## src/ttu_cfg.svh

```systemverilog
`ifndef TTU_CFG_SVH
`define TTU_CFG_SVH
// ****************************************
// register indices, byte address is four times the index
// ****************************************
`define TTU_IDX_T0_CNT 8'h50
`define TTU_IDX_T0_CMPA 8'h52
`define TTU_IDX_T0_CMPB 8'h54
`define TTU_IDX_T0_CTL 8'h56
`define TTU_IDX_T1_CNT 8'h58
`define TTU_IDX_T1_CMPA 8'h5a
`define TTU_IDX_T1_CMPB 8'h5c
`define TTU_IDX_T1_CTL 8'h5e
`define TTU_IDX_T2_CNT 8'h60
`define TTU_IDX_T2_CMPA 8'h62
`define TTU_IDX_T2_CTL 8'h66
// ****************************************
// control field positions
// ****************************************
`define TTU_B_EN 15
`define TTU_B_GATE 14
`define TTU_B_INT 13
`define TTU_B_RIU 12
`define TTU_B_MC 5
`define TTU_B_RTG 4
`define TTU_B_PRE 3
`define TTU_B_EXT 2
`define TTU_B_ALT 1
`define TTU_B_FREE_RUN_SELECT 0
// ****************************************
// masks, reset values, counts
// ****************************************
`define TTU_CTL_RMASK2 16'ha021
`define TTU_RST16 16'h0000
`define TTU_ONE16 16'h0001
`define TTU_PRESC_ONE 2'h1
`define TTU_PRESC_LAST 2'h3
`define TTU_HI_ZERO 2'h0
`endif

```

## src/ttu_pkg.sv

```systemverilog
package ttu_pkg;
  localparam int TTU_AW = 12;
  typedef struct packed {
    logic [TTU_AW-1:0] paddr;
    logic psel;
    logic penable;
    logic pwrite;
    logic [31:0] pwdata;
  } ttu_apb_req_t;
  typedef struct packed {
    logic pready;
    logic pslverr;
    logic [31:0] prdata;
  } ttu_apb_rsp_t;
  typedef struct packed {
    logic en;
    logic int_en;
    logic second_compare_active;
    logic maxcount_flag;
    logic retrigger_select;
    logic pre;
    logic outside_clock_select;
    logic dual_compare_select;
    logic free_run_select;
    logic [15:0] cnt;
    logic [15:0] cmpa;
    logic [15:0] cmpb;
  } ttu_tmr_t;
  typedef struct packed {
    ttu_tmr_t [2:0] tmr;
    logic [1:0] presc;
    ttu_apb_rsp_t rsp;
    logic [2:0] irq;
    logic [1:0] wave;
  } ttu_state_t;
  typedef struct packed {
    logic meta;
    logic sync;
    logic prev;
  } ttu_sync_t;
endpackage

```

## src/ttu_insync.sv

```systemverilog
`timescale 1ns/1ps
module ttu_insync
  import ttu_pkg::*;
(
  // clock and reset
  input wire logic i_clk_sys,
  input wire logic i_rst,
  // pin and event
  input wire logic i_pin,
  output logic o_rise
);
  ttu_sync_t st_reg;
  ttu_sync_t st_next;

  // meta is read only by sync, edges come from the settled stages
  always_comb begin
    st_next = st_reg;
    st_next.meta = i_pin;
    st_next.sync = st_reg.meta;
    st_next.prev = st_reg.sync;
  end

  always_ff @(posedge i_clk_sys or posedge i_rst) begin
    if (i_rst) begin
      st_reg <= '0;
    end else begin
      st_reg <= st_next;
    end
  end

  // one pulse per rising transition
  assign o_rise = st_reg.sync && !st_reg.prev;
endmodule

```

## src/ttu_top.sv

```systemverilog
// Implementation choice: the APB interface to the registers.
`timescale 1ns/1ps
`include "ttu_cfg.svh"
// Functional notes
// - a timer counts only while its enable bit is set.
// - a control write changes enable only when the gate bit is written 1; gate reads 0.
// - interrupt bit set raises a request at maxcount, clear raises none.
// - in dual compare mode both compare A and B raise requests.
// - a raised request stays pending when enable is cleared.
// - status bit 12 shows compare B is the active target.
// - maxcount flag sets at every compare match, regardless of interrupt bit.
// - internal source is timer 2 maxcount if prescale bit set, else quarter clock.
// - outside clock select picks the count input pin over internal clock.
// - dual compare counts to A, clears, counts to B, clears, repeats.
// - single compare uses only A and clears at each match.
// - free run keeps going; otherwise the run ends and enable clears.
// - timer 2 has one compare and a reduced control word.
// - a zero compare value counts the full 16-bit range.
// - a match clears the count and takes maxcount actions.
// - internal clock advances the count once per four clocks.
// - prescaled timers step once per timer 2 maxcount.
// - wave outputs follow the alternating compare phases.
// - reset zeroes all control, count and compare registers.
module ttu_top
  import ttu_pkg::*;
(
  // clock and reset
  input wire logic i_clk_sys,
  input wire logic i_rst,
  // apb slave
  input wire ttu_apb_req_t i_apb,
  output ttu_apb_rsp_t o_apb,
  // count input pins
  input wire logic i_timer0_count_input,
  input wire logic i_timer1_count_input,
  // interrupt controller handshake
  input wire logic [2:0] i_irq_ack,
  output logic [2:0] o_irq_req,
  // wave outputs
  output logic o_timer0_wave_output,
  output logic o_timer1_wave_output
);
  // ****************************************
  // state
  // ****************************************
  ttu_state_t st_reg;
  ttu_state_t st_next;

  // ****************************************
  // pin synchronisers
  // ****************************************
  logic [1:0] ext_rise;

  ttu_insync u_sync0 (
    .i_clk_sys(i_clk_sys),
    .i_rst(i_rst),
    .i_pin(i_timer0_count_input),
    .o_rise(ext_rise[0])
  );

  ttu_insync u_sync1 (
    .i_clk_sys(i_clk_sys),
    .i_rst(i_rst),
    .i_pin(i_timer1_count_input),
    .o_rise(ext_rise[1])
  );

  // ****************************************
  // apb decode
  // ****************************************
  logic [7:0] idx;
  logic hi_ok;
  logic setup;
  logic wr;
  logic [15:0] wd;
  logic [2:0] wr_cnt;
  logic [2:0] wr_cmpa;
  logic [2:0] wr_cmpb;
  logic [2:0] wr_ctl;

  assign idx = i_apb.paddr[9:2];
  assign hi_ok = i_apb.paddr[TTU_AW-1:10] == `TTU_HI_ZERO;
  assign setup = i_apb.psel && !i_apb.penable;
  // a write lands only at the edge where pready is seen high
  assign wr = i_apb.psel && i_apb.penable && i_apb.pwrite && st_reg.rsp.pready && hi_ok;
  assign wd = i_apb.pwdata[15:0];
  assign wr_cnt[0] = wr && (idx == `TTU_IDX_T0_CNT);
  assign wr_cnt[1] = wr && (idx == `TTU_IDX_T1_CNT);
  assign wr_cnt[2] = wr && (idx == `TTU_IDX_T2_CNT);
  assign wr_cmpa[0] = wr && (idx == `TTU_IDX_T0_CMPA);
  assign wr_cmpa[1] = wr && (idx == `TTU_IDX_T1_CMPA);
  assign wr_cmpa[2] = wr && (idx == `TTU_IDX_T2_CMPA);
  assign wr_cmpb[0] = wr && (idx == `TTU_IDX_T0_CMPB);
  assign wr_cmpb[1] = wr && (idx == `TTU_IDX_T1_CMPB);
  assign wr_cmpb[2] = 1'b0;
  assign wr_ctl[0] = wr && (idx == `TTU_IDX_T0_CTL);
  assign wr_ctl[1] = wr && (idx == `TTU_IDX_T1_CTL);
  assign wr_ctl[2] = wr && (idx == `TTU_IDX_T2_CTL);

  // ****************************************
  // count sources and compare
  // ****************************************
  logic int_tick;
  logic [2:0] tick;
  logic [2:0] hit;
  logic [15:0] cnt_inc [3];
  logic [15:0] cmp_act [3];

  assign int_tick = st_reg.presc == `TTU_PRESC_LAST;
  assign tick[2] = st_reg.tmr[2].en && int_tick;

  genvar gi;
  generate
    for (gi = 0; gi < 2; gi++) begin : g_src
      // the prescale bit only matters while the pin is not selected
      assign tick[gi] = st_reg.tmr[gi].en && (st_reg.tmr[gi].outside_clock_select ? ext_rise[gi] :
        (st_reg.tmr[gi].pre ? hit[2] : int_tick));
    end
    for (gi = 0; gi < 3; gi++) begin : g_cmp
      assign cnt_inc[gi] = st_reg.tmr[gi].cnt + `TTU_ONE16;
      assign cmp_act[gi] = (st_reg.tmr[gi].dual_compare_select && st_reg.tmr[gi].second_compare_active) ?
        st_reg.tmr[gi].cmpb : st_reg.tmr[gi].cmpa;
      // matching on count+1 makes a zero compare wrap at ffff
      assign hit[gi] = tick[gi] && (cnt_inc[gi] == cmp_act[gi]);
    end
  endgenerate

  // ****************************************
  // read path
  // ****************************************
  function automatic logic [15:0] ctl_rd(input ttu_tmr_t t, input logic is_t2);
    logic [15:0] w;
    w = `TTU_RST16;
    w[`TTU_B_EN] = t.en;
    w[`TTU_B_GATE] = 1'b0;
    w[`TTU_B_INT] = t.int_en;
    w[`TTU_B_RIU] = t.second_compare_active;
    w[`TTU_B_MC] = t.maxcount_flag;
    w[`TTU_B_RTG] = t.retrigger_select;
    w[`TTU_B_PRE] = t.pre;
    w[`TTU_B_EXT] = t.outside_clock_select;
    w[`TTU_B_ALT] = t.dual_compare_select;
    w[`TTU_B_FREE_RUN_SELECT] = t.free_run_select;
    if (is_t2) begin
      w = w & `TTU_CTL_RMASK2;
    end
    return w;
  endfunction

  logic [15:0] rd_word;
  logic rd_hit;

  always_comb begin
    rd_word = `TTU_RST16;
    rd_hit = hi_ok;
    case (idx)
      `TTU_IDX_T0_CNT: rd_word = st_reg.tmr[0].cnt;
      `TTU_IDX_T0_CMPA: rd_word = st_reg.tmr[0].cmpa;
      `TTU_IDX_T0_CMPB: rd_word = st_reg.tmr[0].cmpb;
      `TTU_IDX_T0_CTL: rd_word = ctl_rd(st_reg.tmr[0], 1'b0);
      `TTU_IDX_T1_CNT: rd_word = st_reg.tmr[1].cnt;
      `TTU_IDX_T1_CMPA: rd_word = st_reg.tmr[1].cmpa;
      `TTU_IDX_T1_CMPB: rd_word = st_reg.tmr[1].cmpb;
      `TTU_IDX_T1_CTL: rd_word = ctl_rd(st_reg.tmr[1], 1'b0);
      `TTU_IDX_T2_CNT: rd_word = st_reg.tmr[2].cnt;
      `TTU_IDX_T2_CMPA: rd_word = st_reg.tmr[2].cmpa;
      `TTU_IDX_T2_CTL: rd_word = ctl_rd(st_reg.tmr[2], 1'b1);
      default: rd_hit = 1'b0;
    endcase
  end

  // ****************************************
  // next state
  // ****************************************
  always_comb begin
    st_next = st_reg;
    st_next.presc = st_reg.presc + `TTU_PRESC_ONE;
    // zero wait state: pready follows every setup cycle by one clock
    st_next.rsp.pready = setup;
    st_next.rsp.pslverr = 1'b0;
    st_next.rsp.prdata = 32'h0000_0000;
    if (setup) begin
      st_next.rsp.pslverr = !(rd_hit && hi_ok);
      st_next.rsp.prdata = {16'h0000, rd_hit ? rd_word : `TTU_RST16};
    end
    for (int i = 0; i < 3; i++) begin
      // counting
      if (tick[i]) begin
        st_next.tmr[i].cnt = hit[i] ? `TTU_RST16 : cnt_inc[i];
      end
      if (hit[i]) begin
        if (st_reg.tmr[i].dual_compare_select) begin
          st_next.tmr[i].second_compare_active = !st_reg.tmr[i].second_compare_active;
        end
        // single run ends after A alone, or after B in dual mode
        if (!st_reg.tmr[i].free_run_select &&
            (!st_reg.tmr[i].dual_compare_select || st_reg.tmr[i].second_compare_active)) begin
          st_next.tmr[i].en = 1'b0;
        end
      end
      // software writes take priority over the count step
      if (wr_cnt[i]) begin
        st_next.tmr[i].cnt = wd;
      end
      if (wr_cmpa[i]) begin
        st_next.tmr[i].cmpa = wd;
      end
      if (wr_cmpb[i]) begin
        st_next.tmr[i].cmpb = wd;
      end
      if (wr_ctl[i]) begin
        if (wd[`TTU_B_GATE]) begin
          st_next.tmr[i].en = wd[`TTU_B_EN];
        end
        st_next.tmr[i].int_en = wd[`TTU_B_INT];
        st_next.tmr[i].maxcount_flag = wd[`TTU_B_MC];
        st_next.tmr[i].free_run_select = wd[`TTU_B_FREE_RUN_SELECT];
        if (i < 2) begin
          st_next.tmr[i].retrigger_select = wd[`TTU_B_RTG];
          st_next.tmr[i].pre = wd[`TTU_B_PRE];
          st_next.tmr[i].outside_clock_select = wd[`TTU_B_EXT];
          st_next.tmr[i].dual_compare_select = wd[`TTU_B_ALT];
        end
      end
      // a maxcount event beats a clearing write in the same cycle
      if (hit[i]) begin
        st_next.tmr[i].maxcount_flag = 1'b1;
      end
      // pending request ignores the enable bit and set beats ack
      if (i_irq_ack[i]) begin
        st_next.irq[i] = 1'b0;
      end
      if (hit[i] && st_reg.tmr[i].int_en) begin
        st_next.irq[i] = 1'b1;
      end
    end
    for (int i = 0; i < 2; i++) begin
      // high through the A phase, low through the B phase
      st_next.wave[i] = !(st_next.tmr[i].dual_compare_select &&
        st_next.tmr[i].second_compare_active);
    end
  end

  always_ff @(posedge i_clk_sys or posedge i_rst) begin
    if (i_rst) begin
      st_reg <= '0;
    end else begin
      st_reg <= st_next;
    end
  end

  // ****************************************
  // outputs
  // ****************************************
  assign o_apb = st_reg.rsp;
  assign o_irq_req = st_reg.irq;
  assign o_timer0_wave_output = st_reg.wave[0];
  assign o_timer1_wave_output = st_reg.wave[1];

  generate
    for (gi = 0; gi < 3; gi++) begin : g_chk

    end
  endgenerate
endmodule

```

## config.mk

```make
export PLATFORM = sky130hd
export DESIGN_NAME = ttu_top
export DESIGN_NICKNAME = d
export VERILOG_FILES = /design/src/ttu_pkg.sv /design/src/ttu_insync.sv /design/src/ttu_top.sv
export VERILOG_INCLUDE_DIRS = /design/src /design/src/src
export SDC_FILE = /design/constraint.sdc
export NUM_CORES = 1
export LEC_CHECK = 0
export BUFFER_PORTS_ARGS = -buffer_cell sky130_fd_sc_hd__buf_2
export CELL_PAD_IN_SITES_DETAIL_PLACEMENT = 2
export CELL_PAD_IN_SITES_GLOBAL_PLACEMENT = 2
export CORE_MARGIN = 1
export CORE_UTILIZATION = 42
export CTS_CLUSTER_SIZE = 14
export DETAILED_ROUTE_END_ITERATION = 6
export PLACE_DENSITY_LB_ADDON = 0.1
export SLEW_MARGIN = 30
export SYNTH_ARGS = -nofsm -noshare
export SYNTH_HDL_FRONTEND = slang
export SYNTH_SLANG_ARGS = --single-unit
```

## constraint.sdc

```tcl
create_clock -name i_clk_sys -period 10.9 [get_ports i_clk_sys]
set_input_delay 1.635 -clock i_clk_sys [delete_from_list [all_inputs] [get_ports i_clk_sys]]
set_output_delay 1.635 -clock i_clk_sys [all_outputs]
set_load 0.03 [all_outputs]
```

Word-level counts from Yosys, hierarchy flattened
Index checks and enable logic that the tools add are counted.
W data, S select, Z words.
{"block": "classes", "addsub": 4, "eq_ne": 15, "n_reduce_logical": 59, "n_mux": 47}
{"operator": "$mux W16", "n": 12}
{"operator": "$pmux W16 S11", "n": 1}
{"operator": "$eq A8 B7 Y1 const B", "n": 11}
{"operator": "$add A16 B1 Y16 const B", "n": 3}
{"operator": "$eq A16 B16 Y1", "n": 3}
{"operator": "$logic_and A1 B1 Y1", "n": 34}
{"operator": "$mux W33", "n": 1}
{"operator": "$mux W1", "n": 28}
{"operator": "$reduce_bool A2 Y1", "n": 9}
{"operator": "$logic_not A1 Y1", "n": 12}
{"operator": "$mux W6", "n": 2}
{"operator": "$reduce_or A11 Y1", "n": 1}
{"operator": "$mux W2", "n": 3}
{"operator": "$add A2 B1 Y2 const B", "n": 1}
{"operator": "$eq A2 B2 Y1 const B", "n": 1}
{"operator": "$logic_not A2 Y1", "n": 1}
{"operator": "$logic_or A1 B1 Y1", "n": 2}
{"block": "totals", "output_inout_bits": 39, "word_cells": 169, "inputBits": 54, "ff_bits": 197}

Logic depth before layout (Yosys ltp)
Gate-level depths: netlist of the first run.
{"block": "depth", "word_depth": 10, "depth_mapped": 14, "mapped_depth_nobuf": 10}

Modules after synthesis
A second synthesis of the first run with hierarchy kept.
{"block": "hier_totals", "cells_unflattened": 1139, "area_unflattened_um2": 11149.4}
{"module": "ttu_top", "n_inst": 1, "seq_area_each_um2": 4379.2, "area_per_inst_um2": 10964.3, "cells_per_inst": 1129}
{"module": "ttu_insync", "n_inst": 2, "seq_area_each_um2": 75.1, "area_per_inst_um2": 92.6, "cells_per_inst": 5}

Worst setup path after synthesis of the first run
No wires, ideal clock.
{"block": "synth_timing", "path_type": "input-to-reg", "start": "in i_apb[44] (netlist name)", "end": "reg st_reg[200] (netlist name)", "cell_stages": 9, "arrival_ps": 4031, "path_slack_ps": 6743, "path_buffers": 2, "setup_ps": 126, "required_ps": 10774, "path_cell_list": "or3b_2 > nor2_1 > nor4b_1 > and2_1 > clkbuf_1 > or3_1 > buf_2 > o21ai_0 > a221o_1"}
{"block": "synth_via", "elab_chain_cells": 3, "elab_cells_between_ends": 4, "cone_classes": "1 x eq/ne; 1 x mux; 2 x reduce/logical"}
{"element": "from (decl)", "line": "ttu_top.sv:31", "rtl": "input wire ttu_apb_req_t i_apb,"}
{"element": "$eq A8 B7 Y1 (*)"}
{"element": "$logic_and A1 B1 Y1 (*)", "line": "ttu_top.sv:89", "rtl": "assign wr_cnt[2] = wr && (idx == `TTU_IDX_T2_CNT);"}
{"element": "$mux W16 or $reduce_bool A2 Y1 (tied branches)"}
{"element": "to (signal assigned)", "line": "ttu_top.sv:248", "rtl": "st_reg <= st_next;"}
{"element": "to (decl)", "line": "ttu_top.sv:46", "rtl": "ttu_state_t st_reg;"}
Every way passes the cells marked *; elsewhere a longest branch is shown, timed or not.
A chain may end at the register's enable or synchronous reset.

Worst setup path in the final report of the first run
{"block": "layout_timing", "start": "in i_apb[44] (netlist name)", "end": "reg st_reg[202] (netlist name)"}
The elaborated chain is that of the path after synthesis.

==> results.md, run 1 <==
* Total grt overflow at 0
* # hold bufs at CTS at 0
* FMAX at 0.216 GHz
* Post-cts sizing count at 0
* Routed Wire Length at 40000 um
* Unique masters post-synth at a little over 70
* Largest cells by area after synthesis: dfrtp_1, mux2_2, xnor2_1
* Tcrit/Tclk final at 42.5%
* Final TNS setup at 0 ns
* Post-CTS setup buffer count at 0
* Sink Count at 181
* DRC Markers at 0
* CTS H-Tree Depth at 4
* Int Power at 1.03 mW
* Rows at 57
* Crit path max fanout at 20
* GRT Total Usage at 31.7%
* Syn avg cell area at 10.0 um2
* Largest net degree at the start of global routing at between 100 and 150
* Top-area cell type share of the netlist area at between 40% and 50%
* DRT iter0 DRCs at 890
* Layout cells sized above 1 at 20.2%
* # diodes at 0
* Switching portion of total power at a little over 30%
* Max incr delay on CP at 0.72 ns
* Initial antenna violation count at 0
* Fillcell total at about 2600
* Leak at 4.99 nW
* Outcome: finished clean
* RSZ-0062 raised after global routing: false
* Die Wd at 161 um
* Slew Limit Fails at 0
* Core Util, Final at 46.8%
* Cell Area, Synth at roughly 11000 um2
* Data arrival, critical path at around 5.0 ns
* Slowest CP cell: and2_1
* Most frequent cell after synthesis: dfrtp_1
* Asr flop ratio synth at 100%
* Synth area leader: dfrtp_1
* Clk_lat worst skew at between 0.4 and 0.5 ns
* Cts bufs inserted at 17
* Via count at about 9000
* Area grow syn2layout at 8.55%
* Critical path class: primary input to flip-flop
* Drt pass-1 iters at 7
* TritonCTS clock tree: built
* Final RePlAce weighted congestion at between 0.8 and 0.9
* Max-cap viol count at 0
* Root Driver: clkbuf_16
* Final #Nets at roughly 1100
* WP data required at 11.23 ns
* First-pass GRT wire length at 61100 um
* Peak supply drop at 0.000114 V
* Die Y at approximately 160 um
* CP Cell Sequence: buf_2 > or3b_2 > nor2_1 > nor4b_2 > buf_4 > and2_1 > or3_1 > o21ai_0 > a221o_1
* Drt via density at 6.52
* Core area at about 25000 um2
* Max Buffers Root-to-Sink at 2
* Final hold viol count at 0
* Detail Route Antenna Nets at 0
* Combinational power share at 9.5%
* EDFF count, synth at 0
* Synth warn at 0
* Seq pwr share at between 40% and 50%
* Clk pwr share at 43.8%
* Final setup vio count at 0
* Main synth FF type: dfrtp_1
* CP startpoint kind: primary input
* Relative slew slack at 36.8%
* Input/output buffers at 58
* DP HPWL at 28300 um
* Most frequent cells after synthesis: dfrtp_1, mux2_2, nor2_1
* #FFs+latches synth at ~180
* Crit path capture type: flip-flop
* CTS clk-pin slew, worst paths at 0.08 ns
* Cells after Synth at 1056
* Wirelength per Cell at 28.9 um
* Die area at 25800 um2
* Psw at 0.455 mW
* Final min period at ~4.6 ns
* Vias in the first global route at roughly 9500
* Largest register FFs at 152
* HP Class: flip-flop to flip-flop
* Worst-margin pin slew at between 0.9 and 1 ns
* Total power at approximately 1.5 mW
* Worst Clk Skew at between 0.01 and 0.015 ns
* Sequential fraction of the synthesis area at a little over two fifths
* Initial core utilization at between 40% and 50%
* Num ports at slightly above 90
* Pwr dens at approximately 130 nW/um2
## worst paths after layout
path	startpoint	endpoint	slack [ns]	cells after the start
min reg2reg	u_sync0.st_next[1]	u_sync0.st_next[0]	0.36	0
max reg2reg	st_reg[187]	st_reg[154]	6.39	10
min	u_sync0.st_next[1]	u_sync0.st_next[0]	0.36	0
max	i_apb[44]	st_reg[202]	6.27	9
max in group asynchronous	i_rst	st_reg[182]	8.34	3
min in group asynchronous	i_rst	st_reg[149]	1.32	2
## kinds of logic after synthesis
kind of cell / Yosys count / share of synthesized area, %
muxes: 129 / 13.2
adders and majority gates: 8 / 0.946
other: 1 / 0.0354
DFF: 181 / 42.8
buffers and inverters: 140 / 6.54
xor gates and xnor gates: 75 / 6.35
AOI/OAI and AO/OA: 241 / 16.2
and+or+nand+nor: 281 / 13.9
## power groups by stage
stage / Sequential, mW / Clock (mW) / Combinational (mW)
global route: 0.697 / 0.679 / 0.153
floorplan: 0.701 / 0 / 0.0969
detailed placement: 0.708 / 0 / 0.140
finish: 0.696 / 0.652 / 0.142
global placement: 0.708 / 0 / 0.136
CTS: 0.695 / 0.659 / 0.142
## stage by stage
stage	setup WS, ns	instance area [um2]	hold slack, ns	cells
5_1_grt	6.12	11500	0.383	1382
4_1_cts	6.34	11500	0.361	1382
3_3_place_gp	5.95	10900	0.334	1350
2_1_floorplan	4.35	10600	0.331	1071
3_5_place_dp	5.87	10900	0.341	1350
6_report	6.27	11500	0.358	1382
## layout make-up
class | count | area (um2) | share of cell area (%)
clock inverters | 15 | 179 | 1.56
repair buffers | 73 | 407 | 3.54
well taps | 324 | 405 | 3.53
inverters | 22 | 90.1 | 0.784
flip-flops and latches | 181 | 4530 | 39.4
multi-input cells | 750 | 5450 | 47.5
clock buffers | 17 | 425 | 3.70
## layer usage
layer	track usage, %	wire, um	vias to the layer above
met5	0	0	-
met4	9.99	951	0
met3	4.08	2110	67
met2	51.2	19100	325
met1	44.3	17800	4782
li1	-	-	3840
## critical path: cells and delay by family
| family | cells | cell delay [ns] |
|---|---|---|
| AND/OR/NAND/NOR | 5 | 2.38 |
| buffers and inverters | 2 | 0.38 |
| AO/OA/AOI/OAI | 2 | 0.53 |
## placed cells by master (no fill, tap or decap), drive strengths merged, types with 9 or more instances in the layout
cell,count
a31oi,37
nor3,16
clkbuf,17
xor2,23
inv,31
or3,11
nand4,15
xnor2,51
mux2i,41
nor4,12
nor2,69
dfrtp,181
nand2,63
a221oi,19
buf,73
and3,13
nand3,27
o21ai,55
nor2b,9
mux2,88
a22oi,26
conb,16
a21oi,18
a222oi,23
(Power assumes the default switching activity.)
==> run 2: changes to the inputs <==
CORE_UTILIZATION = 35   (was 42)
clock period = 3.9 ns   (was 10.9 ns; I/O delays follow)
==> run 2 against run 1 <==
Against the previous run:
- final area up 3.9%
- largest power group unchanged
- global-route usage fell by 4.3 points
- non-clock buffer count up 47
- critical path depth grew 2
- final cell count up 8.2%
- total power increased to 2.8 times the previous value
- highest routed layer is now met5
- clock skew increased by 0.0020 ns
- setup slack worse by 6.0 ns
- count of clock-buffer cells in the layout is 1 higher
- wire length grew 2.6%
- via count shrank 1.3%
==> results.md, run 2 (same netlist as run 1, synthesis figures left out) <==
* # hold bufs at CTS at 0 (unchanged)
* Final setup vio count at 0 (unchanged)
* Core area at 29700 um2 (+21%)
* Outcome: finished clean
* Final TNS setup at 0 ns (unchanged)
* DRC Markers at 0 (unchanged)
* Wirelength per Cell at 27.4 um (-5.1%)
* Data arrival, critical path at 4.00 ns (-0.97 ns)
* Final min period at roughly 3.7 ns
* HP Class: primary input to async pin
* Critical path class: flip-flop to flip-flop
* Pwr dens at 344 nW/um2 (+170%)
* Root Driver: clkbuf_16
* Tcrit/Tclk final at between 90 and 100%
* Fillcell total at 3199 (+23%)
* Worst Clk Skew at 0.0159 ns (+0.00204 ns)
* Clk_lat worst skew at 0.47 ns (+0.02 ns)
* Routed Wire Length at 41000 um (+2.6%)
* RSZ-0062 raised after global routing: false
* Max Buffers Root-to-Sink at 2 (unchanged)
* Final Cell Area at 11900 um2 (+3.9%)
* CP startpoint: st_reg[187]
* CP startpoint kind: flip-flop
* Leak at 5.20 nW (+4.1%)
* Detail Route Antenna Nets at 0 (unchanged)
* Worst-margin pin slew at 0.913 ns (-0.0331 ns)
* Final #Nets at 1154 (+4.2%)
* Num ports at 93 (unchanged)
* FMAX at 0.273 GHz
* GRT Total Usage at 27.4% (-4.3 points)
* Largest register FFs at 152 (unchanged)
* Total grt overflow at 0 (unchanged)
* Via count at 8896 (-1.3%)
* Crit path max fanout at 12 (-40%)
* Final std cells w/o fill at 1495 (+8.2%)
* Peak supply drop at 0.000330 V (+190%)
* Highest-count cells in the layout ignoring fill and taps: dfrtp_1, mux2_2, nor2_1, nand2_1
* Vias in the first global route at 9426 (-0.40%)
* Max-cap viol count at 0 (unchanged)
* Initial core utilization at 35.6% (-7.5 points)
* TritonCTS clock tree: built
* Initial antenna violation count at 3 (+3)
* CTS H-Tree Depth at 4 (unchanged)
* Crit path capture type: flip-flop
* DRT iter0 DRCs at 621 (-30%)
* Placed Area at 11400 um2 (+4.4%)
* Area grow syn2layout at 12.8%
* First-pass GRT wire length at 62000 um (+1.5%)
* # diodes at 0 (unchanged)
* RR Startpoint: st_reg[187]
* DP HPWL at 30500 um (+8.0%)
* Final hold viol count at 0 (unchanged)
* Leading cell type in the layout, fill and taps excluded: dfrtp_1
* Drt via density at 5.95 (-8.8%)
* Die Wd at 176 um (+9.4%)
* CTS clk-pin slew, worst paths at 0.07 ns (about the same)
* Die Y at 176 um (+9.4%)
* Relative slew slack at 39.0% (+2.2 points)
* Placed Cells at 1463 (+8.4%)
* Final RePlAce weighted congestion at 0.862 (about the same)
* Sink Count at 181 (unchanged)
* Input/output buffers at 58 (unchanged)
* Rows at 63 (+11%)
* Drt pass-1 iters at 7 (unchanged)
* WP data required at 4.24 ns (-6.99 ns)
* Slew Limit Fails at 0 (unchanged)
* Layout cells sized above 1 at 23.6% (+3.4 points)
* Cts bufs inserted at 17 (unchanged)
* Largest net degree at the start of global routing at 61 (-44%)
* Die area at 30900 um2 (+20%)
[run 2: worst paths after layout]
check,cells past startpoint,to,slack (ns)
max in group asynchronous,3,st_reg[198],3.00
max reg2reg,11,st_reg[138],0.24
min,2,o_timer0_wave_output,0.17
max,11,st_reg[138],0.24
min in group i_clk_sys,1,u_sync1.st_next[1],0.24
min reg2reg,0,u_sync1.st_next[0],0.35
[run 2: where the power goes]
part           internal (mW)  switching, mW  leakage (nW)
clock network          0.885          0.847         0.264
registers               1.90         0.0422          2.25
logic                  0.137          0.297          2.68
total                   2.92           1.19          5.20
[run 2: worst max-delay path, stage by stage (launching register included)]
cell	delay [ns]
dfrtp_1	0.49
ha_1	0.31
nand2_1	0.22
nor4_4	0.35
xnor2_1	0.11
a221o_1	0.29
or4_4	0.47
o21a_1	0.29
or2_1	0.40
buf_12	0.21
a221oi_1	0.29
nor2_1	0.09
[run 2: per-stage QoR]
step,hold WS (ns),setup slack (ns),utilization [%],total power [mW]
final,0.167,0.238,40.2,4.11
after global routing,0.195,0.00142,40.2,4.25
after CTS,0.167,0.136,40.1,4.16
after detailed placement,0.338,0.155,38.2,2.41
after global placement,0.337,0.157,38.1,2.40
after floorplan,0.331,0.787,-,2.23
[run 2: layout make-up]
type	count	area (um2)	area share [%]
Timing Repair Buffer	120	806	6.75
Sequential cell	181	4530	38.0
Clock buffer	18	429	3.60
Multi-Input combinational cell	750	5470	45.8
Inverter	22	86.3	0.723
Tap cell	390	488	4.09
Clock inverter	14	124	1.04
[run 2: timing repair]
item,CTS,global route
gates resized for setup,0,3
setup buffers,0,0
setup endpoints to repair,0,15
[run 2: per-layer routing]
metal  vias to the layer above  global-route usage (%)  part of all wire, %
met5                         -                       0                0.032
met4                         2                    7.72                  1.9
met3                        48                    3.33                  3.8
met2                       208                    46.6                   49
met1                      4705                    36.6                   45
li1                       3933                       -                    -
